**src/psc_pkg.sv**
```systemverilog
// package of constants and types for the pin-state control block
package psc_pkg;

  // ----------------------------------------------------------------
  // pin groups and counts
  // ----------------------------------------------------------------
  localparam int PSC_N_IRQ  = 7;   // external interrupt pins
  localparam int PSC_N_ANA  = 12;  // analog channel pins
  localparam int PSC_N_TRG  = 2;   // converter trigger pins
  localparam int PSC_N_GEN  = 32;  // other general pins

  // ----------------------------------------------------------------
  // power states seen by the pin logic
  // ----------------------------------------------------------------
  typedef enum logic [2:0] {
    PSC_ST_RESET,      // reset pin low or low-voltage reset active
    PSC_ST_POSTRST,    // just after reset release, before first run
    PSC_ST_RUN,
    PSC_ST_SLEEP,
    PSC_ST_STOP_HOLD,  // stop with float select cleared
    PSC_ST_STOP_FLOAT  // stop with float select set
  } psc_state_e;

  // ----------------------------------------------------------------
  // reset values and timing
  // ----------------------------------------------------------------
  localparam logic       PSC_RST_OE      = 1'b0;
  localparam logic       PSC_RST_IN_EN   = 1'b0;
  localparam int         PSC_CLK_MHZ     = 100;
  localparam int         PSC_PON_HOLD_US = 600;  // power-on reset hold by the reset source
  localparam int         PSC_PON_HOLD_CYC = PSC_PON_HOLD_US * PSC_CLK_MHZ;

endpackage

```
**src/psc_pin_cell.sv**
```systemverilog
// one pad cell: output driver gate, input gate and hold latch
`timescale 1ns/100ps
module psc_pin_cell
  import psc_pkg::*;
(
  input  wire logic mclk_i,
  input  wire logic reset_n_i,
  input  wire logic hold_i,      // keep prior output state
  input  wire logic hiz_i,       // force driver off
  input  wire logic in_en_i,     // input gate open
  input  wire logic func_out_i,  // function output value
  input  wire logic func_oe_i,   // function output enable
  input  wire logic pad_in_i,    // synchronised pad level
  output logic      pad_out_o,
  output logic      pad_oe_o,
  output logic      core_in_o
);

  logic held_out;
  logic held_oe;

  // latch the live drive while not holding so hold shows the prior state
  always_ff @(posedge mclk_i or negedge reset_n_i) begin
    if (!reset_n_i) begin
      held_out <= 1'b0;
      held_oe  <= PSC_RST_OE;
    end else if (!hold_i) begin
      held_out <= func_out_i;
      held_oe  <= func_oe_i;
    end
  end

  // hold shows the drive latched on the last free cycle; a peripheral that
  // keeps running while held is not followed, its last value stands instead
  wire logic live_out = hold_i ? held_out : func_out_i;
  wire logic live_oe  = hold_i ? held_oe  : func_oe_i;

  assign pad_out_o = live_out;
  assign pad_oe_o  = hiz_i ? 1'b0 : live_oe;
  assign core_in_o = in_en_i ? pad_in_i : 1'b0;  // gate shut gives 0

endmodule // psc_pin_cell

```
**src/psc_pin_state_control.sv**
```systemverilog
// pin-state control: power state to pad driver and input gate settings
`timescale 1ns/100ps
module psc_pin_state_control
  import psc_pkg::*;
#(
  parameter int N_IRQ = PSC_N_IRQ,
  parameter int N_ANA = PSC_N_ANA,
  parameter int N_TRG = PSC_N_TRG,
  parameter int N_GEN = PSC_N_GEN
)(
  input  wire logic                           mclk_i,
  input  wire logic                           reset_n_i,
  input  wire logic                           external_init_input_n_i,
  input  wire logic                           lvd_reset_i,
  input  wire logic                           first_run_i,
  input  wire logic                           sleep_req_i,
  input  wire logic                           stop_req_i,
  input  wire logic                           stop_float_select_i,
  input  wire logic [N_IRQ-1:0]               irq_sel_i,
  input  wire logic [N_IRQ-1:0]               irq_en_i,
  input  wire logic [N_IRQ+N_ANA+N_TRG+N_GEN-1:0] func_out_i,
  input  wire logic [N_IRQ+N_ANA+N_TRG+N_GEN-1:0] func_oe_i,
  input  wire logic [N_IRQ+N_ANA+N_TRG+N_GEN-1:0] pad_in_i,
  input  wire logic                           nonmaskable_irq_input_n_i,
  output logic [N_IRQ+N_ANA+N_TRG+N_GEN-1:0]  pad_out_o,
  output logic [N_IRQ+N_ANA+N_TRG+N_GEN-1:0]  pad_oe_o,
  output logic [N_IRQ+N_ANA+N_TRG+N_GEN-1:0]  core_in_o,
  output logic                                nmi_n_o,
  output psc_state_e                          state_o
);

  localparam int NP = N_IRQ + N_ANA + N_TRG + N_GEN;
  // pin order: irq pins low, then analog, then trigger, then general
  localparam int ANA_LO = N_IRQ;
  localparam int ANA_HI = N_IRQ + N_ANA - 1;

  // ----------------------------------------------------------------
  // synchronisers for pad-side inputs
  // ----------------------------------------------------------------
  logic [NP-1:0] pad_s1;
  logic [NP-1:0] pad_s2;
  logic          init_s1;
  logic          init_s2;
  logic          nmi_s1;
  logic          nmi_s2;

  // two flops on every pin level before any gate reads it
  always_ff @(posedge mclk_i or negedge reset_n_i) begin
    if (!reset_n_i) begin
      pad_s1  <= '0;
      pad_s2  <= '0;
      init_s1 <= 1'b0;
      init_s2 <= 1'b0;
      nmi_s1  <= 1'b1;
      nmi_s2  <= 1'b1;
    end else begin
      pad_s1  <= pad_in_i;
      pad_s2  <= pad_s1;
      init_s1 <= external_init_input_n_i;
      init_s2 <= init_s1;
      nmi_s1  <= nonmaskable_irq_input_n_i;
      nmi_s2  <= nmi_s1;
    end
  end

  // ----------------------------------------------------------------
  // power state tracking
  // ----------------------------------------------------------------
  psc_state_e state;
  psc_state_e next_state;
  wire logic  in_reset = !init_s2 || lvd_reset_i;

  // reset dominates; sleep and stop follow the request level directly
  always_comb begin
    next_state = state;
    case (state)
      PSC_ST_RESET:    next_state = in_reset ? PSC_ST_RESET : PSC_ST_POSTRST;
      PSC_ST_POSTRST:  next_state = first_run_i ? PSC_ST_RUN : PSC_ST_POSTRST;
      PSC_ST_RUN,
      PSC_ST_SLEEP,
      PSC_ST_STOP_HOLD,
      PSC_ST_STOP_FLOAT: begin
        if (stop_req_i)       next_state = stop_float_select_i ? PSC_ST_STOP_FLOAT
                                                               : PSC_ST_STOP_HOLD;
        else if (sleep_req_i) next_state = PSC_ST_SLEEP;
        else                  next_state = PSC_ST_RUN;
      end
      default:         next_state = PSC_ST_RESET;
    endcase
    if (in_reset) begin
      next_state = PSC_ST_RESET;
    end
  end

  always_ff @(posedge mclk_i or negedge reset_n_i) begin
    if (!reset_n_i) begin
      state <= PSC_ST_RESET;
    end else begin
      state <= next_state;
    end
  end

  // ----------------------------------------------------------------
  // mode decode; uses the live request so state applies from entry
  // ----------------------------------------------------------------
  // decoding from next_state removes a cycle of lag at entry and exit
  wire logic m_reset = (next_state == PSC_ST_RESET);
  wire logic m_post  = (next_state == PSC_ST_POSTRST);
  wire logic m_sleep = (next_state == PSC_ST_SLEEP);
  wire logic m_hold  = (next_state == PSC_ST_STOP_HOLD);
  wire logic m_float = (next_state == PSC_ST_STOP_FLOAT);

  // ----------------------------------------------------------------
  // per-pin control and pad cells
  // ----------------------------------------------------------------
  logic [NP-1:0] pin_hold;
  logic [NP-1:0] pin_hiz;
  logic [NP-1:0] pin_in_en;

  genvar g;
  generate
    for (g = 0; g < NP; g++) begin : g_pin
      if (g < N_IRQ) begin : g_irq
        // interrupt pins stay usable in sleep and held stop
        wire logic irq_ok = irq_sel_i[g] && irq_en_i[g];
        assign pin_hold[g]  = 1'b0;
        assign pin_hiz[g]   = m_reset || m_post || m_float;
        assign pin_in_en[g] = m_float ? irq_ok : !m_reset;
      end else if (g >= ANA_LO && g <= ANA_HI) begin : g_ana
        assign pin_hold[g]  = m_sleep || m_hold;
        assign pin_hiz[g]   = m_reset || m_post || m_float;
        assign pin_in_en[g] = !(m_reset || m_post || m_float);
      end else begin : g_gen
        assign pin_hold[g]  = m_sleep || m_hold;
        assign pin_hiz[g]   = m_reset || m_post || m_float;
        assign pin_in_en[g] = !(m_reset || m_float);
      end

      psc_pin_cell u_cell (
        .mclk_i     (mclk_i),
        .reset_n_i  (reset_n_i),
        .hold_i     (pin_hold[g]),
        .hiz_i      (pin_hiz[g]),
        .in_en_i    (pin_in_en[g]),
        .func_out_i (func_out_i[g]),
        .func_oe_i  (func_oe_i[g]),
        .pad_in_i   (pad_s2[g]),
        .pad_out_o  (pad_out_o[g]),
        .pad_oe_o   (pad_oe_o[g]),
        .core_in_o  (core_in_o[g])
      );
    end
  endgenerate

  // nmi input is never gated, in reset or any low-power mode
  assign nmi_n_o = nmi_s2;
  assign state_o = state;
endmodule // psc_pin_state_control

```
**config.mk**
```make
export PLATFORM = sky130hd
export DESIGN_NAME = psc_pin_state_control
export DESIGN_NICKNAME = d
export VERILOG_FILES = /design/src/psc_pkg.sv /design/src/psc_pin_cell.sv /design/src/psc_pin_state_control.sv
export SDC_FILE = /design/constraint.sdc
export NUM_CORES = 1
export LEC_CHECK = 0
export BUFFER_PORTS_ARGS = -buffer_cell sky130_fd_sc_hd__buf_2
export CORE_ASPECT_RATIO = 1.5
export CORE_MARGIN = 5
export CORE_UTILIZATION = 52
export CTS_CLUSTER_DIAMETER = 80
export DETAILED_ROUTE_END_ITERATION = 16
export HOLD_SLACK_MARGIN = 0.12
export PLACE_DENSITY = 0.84
export SYNTH_ARGS = -nofsm -noshare
export SYNTH_HDL_FRONTEND = slang
export SYNTH_SLANG_ARGS = --single-unit
export TNS_END_PERCENT = 100
```
**constraint.sdc**
```tcl
create_clock -name mclk_i -period 3.6 [get_ports mclk_i]
set_input_delay 0.36 -clock mclk_i [delete_from_list [all_inputs] [get_ports mclk_i]]
set_output_delay 0.36 -clock mclk_i [all_outputs]
set_load 0.01 [all_outputs]
```
==> metrics.txt <==
Worst R2R Start state_o[2]; CTS max path bufs 3; crit-path max FO 48; initial antenna violation count 1; Worst Max-Slew Pin Slew 1.19 ns; most frequent cells in the layout buf_2, dfrtp_1, dlygate4sd3_1; most common cell after layout, fill and taps aside buf_2; Gate Count Post-Synth 748; Site Rows 59; outcome complete, no violations; Seq pwr share 48.1%; H-tree depth 1; Final period util 93.2%; asr flop ratio synth 100%; clk_lat worst skew 0.49 ns; port bufs 330; worst-case vdd ir drop 0.000536 V; Post-DRT Antenna Nets 0; Hold Path End g_pin[14].u_cell.held_out; Synth warnings 0; CTS root buffer clkbuf_16; synthesized flop and latch total 205; Leakage 5.58 nW; crit path DAT 3.00 ns; setup TNS 0 ns; TritonCTS clock tree yes; clk_skew 0.00885 ns; final std cells w/o fill 1270; max_cap viols 0; GP Congestion 0.803; RSZ-0062 raised after global routing false; critical path required time 3.24 ns; drt first pass iters 5; PD cells 437 nW/um^2; layout cells sized above 1 44.7%; internal power 0.00400 W; EDFF count, synth 0; clock network fraction of total power 42.0%; vias per inst 5.31; final hold vios 0; reg2reg end g_pin[23].u_cell.held_out; final setup fails 0; Fmax achieved 0.298 GHz; register area 5130 sq um; Hold WC Path Type input port to flop; area delta synth->final 29.2%; core area 17300 sq um; R2R cell count 4; critical path class flop to output port; Mapped Nets 930; Comb power frac 10.0%; Post-synth top flop dfrtp_1; largest net degree at the start of global routing 109; IO Count 345; Sw Ratio 22.1%; flop2flop setup slack 1.27 ns; vias in the first global route 7404; Worst Setup Start Kind flop; post-route DRC violation count 0; die width 118 um; Post-Syn Area 9080 sq um; die height 172 um; CTS Buf Count 20; DRT iter0 DRCs 563; Routed WL 25300 um; GRT overflow 0; Sink Count 205; area of the multi-input gates 2520 sq um; Sw Pwr 0.00113 W; minimum clock period 3.36 ns; die area 20300 sq um; Avg Synthesized Cell Area 12.1 sq um; starting density of the core 52.6%; clock slew at reported path FFs 0.06 ns; dpl hpwl 15100 um; HP Start func_out_i[14]; WL per Instance 20.0 um; Total GRT Usage 23.9%; Distinct cells, synth 33; fill count 1177; crit path capture type output port; fin. max-slew vios 0; Inst Count DP 1093; routed vias 6750; Seq/Total Area, Yosys 56.5%; hold path depth 2; # nets final 1222; Slew HR 20.4%; first-pass GRT wire length 39000 um
[cell type report]
type	count	area share [%]
clock buffers	26	4.72
flip-flops and latches	205	43.7
well taps	213	2.27
multi-input cells	334	21.5
clock inverters	8	0.981
repair buffers	479	26.7
diodes	5	0.107
[per-stage QoR]
stage | instance area, sq um | utilization (%) | setup slack, ns | total power [W] | hold slack [ns]
after global placement | 9670 | 56.0 | 0.893 | 0.00286 | 0.331
after detailed placement | 9670 | 56.0 | 0.752 | 0.00288 | 0.335
after CTS | 11700 | 67.8 | 0.215 | 0.00516 | 0.121
final | 11700 | 68.0 | 0.244 | 0.00513 | 0.140
after floorplan | 9080 | - | 1.47 | 0.00272 | 0.0644
after global routing | 11700 | 67.9 | 0.124 | 0.00534 | 0.118
[per-layer routing]
metal	track usage, %	up-vias	wire length (um)
met5	0	-	0
met4	12.1	0	1230
met3	4.97	98	1540
met2	44.1	352	13700
met1	26.0	3308	8840
li1	-	2992	-
[repair_timing]
action | CTS | global route
setup buffers | 0 | 0
endpoints found under the hold margin | 239 | 2
gates resized for setup | 0 | 1
endpoints found under the setup margin | 0 | 2
hold buffers | 136 | 2
[cells by family (layout without fill, tap and decap cells)]
kind of cell	after synthesis	after routing	share of synthesized area, %
buffers and inverters	209	513	16.0
flip-flops	205	205	56.5
AO/OA/AOI/OAI	128	128	9.02
AND/OR/NAND/NOR	112	112	6.83
multiplexers	93	93	11.5
XOR/XNOR	1	1	0.0964
other	0	5	0
[sequential cells by signal (all words and copies together), names as in the netlist]
name	cells
pad_s1	53
pad_s2	53
g_pin.u_cell.held_oe	46
g_pin.u_cell.held_out	46
state_o	3
init_s1	1
init_s2	1
nmi_n_o	1
nmi_s1	1
[critical path, stage by stage (launching register included)]
cell	delay, ns
dfrtp_2	0.51
and3_1	0.18
or4_2	0.88
buf_4	0.39
a22oi_1	0.32
buf_2	0.19
[how the worst max path moves through the flow]
stage	from	end	slack [ns]	cells past startpoint
floorplan	state_o[1]	pad_out_o[12]	1.47	6
global placement	state_o[1]	pad_oe_o[20]	0.89	5
detailed placement	state_o[1]	pad_oe_o[37]	0.75	5
CTS	state_o[1]	pad_oe_o[37]	0.21	5
global route	state_o[1]	core_in_o[16]	0.12	5
finish	state_o[1]	pad_oe_o[23]	0.24	5
[power groups by stage]
stage,clock [W],combinational [W],sequential (W)
after floorplan,0,0.000235,0.00249
after global placement,0,0.000369,0.00250
after detailed placement,0,0.000379,0.00250
after CTS,0.00220,0.000501,0.00246
after global routing,0.00231,0.000555,0.00248
final,0.00215,0.000511,0.00247
[synth_stat cells (all sizes together), types with 2 or more instances]
library cell / count / share of area [%]
nand2b: 2 / 0.14
nor2b: 2 / 0.14
dfstp: 2 / 0.58
nand2: 10 / 0.41
a21oi: 10 / 0.55
dfrtp: 203 / 56
clkbuf: 25 / 1.0
nand3: 53 / 2.9
mux2: 92 / 11
nand3b: 2 / 0.17
o21ai: 47 / 2.6
a22oi: 46 / 3.8
and2: 34 / 2.3
a21boi: 19 / 1.6
o21a: 2 / 0.17
buf: 184 / 15
nor2: 3 / 0.12
No activity file was read; power rests on OpenSTA's default activity.
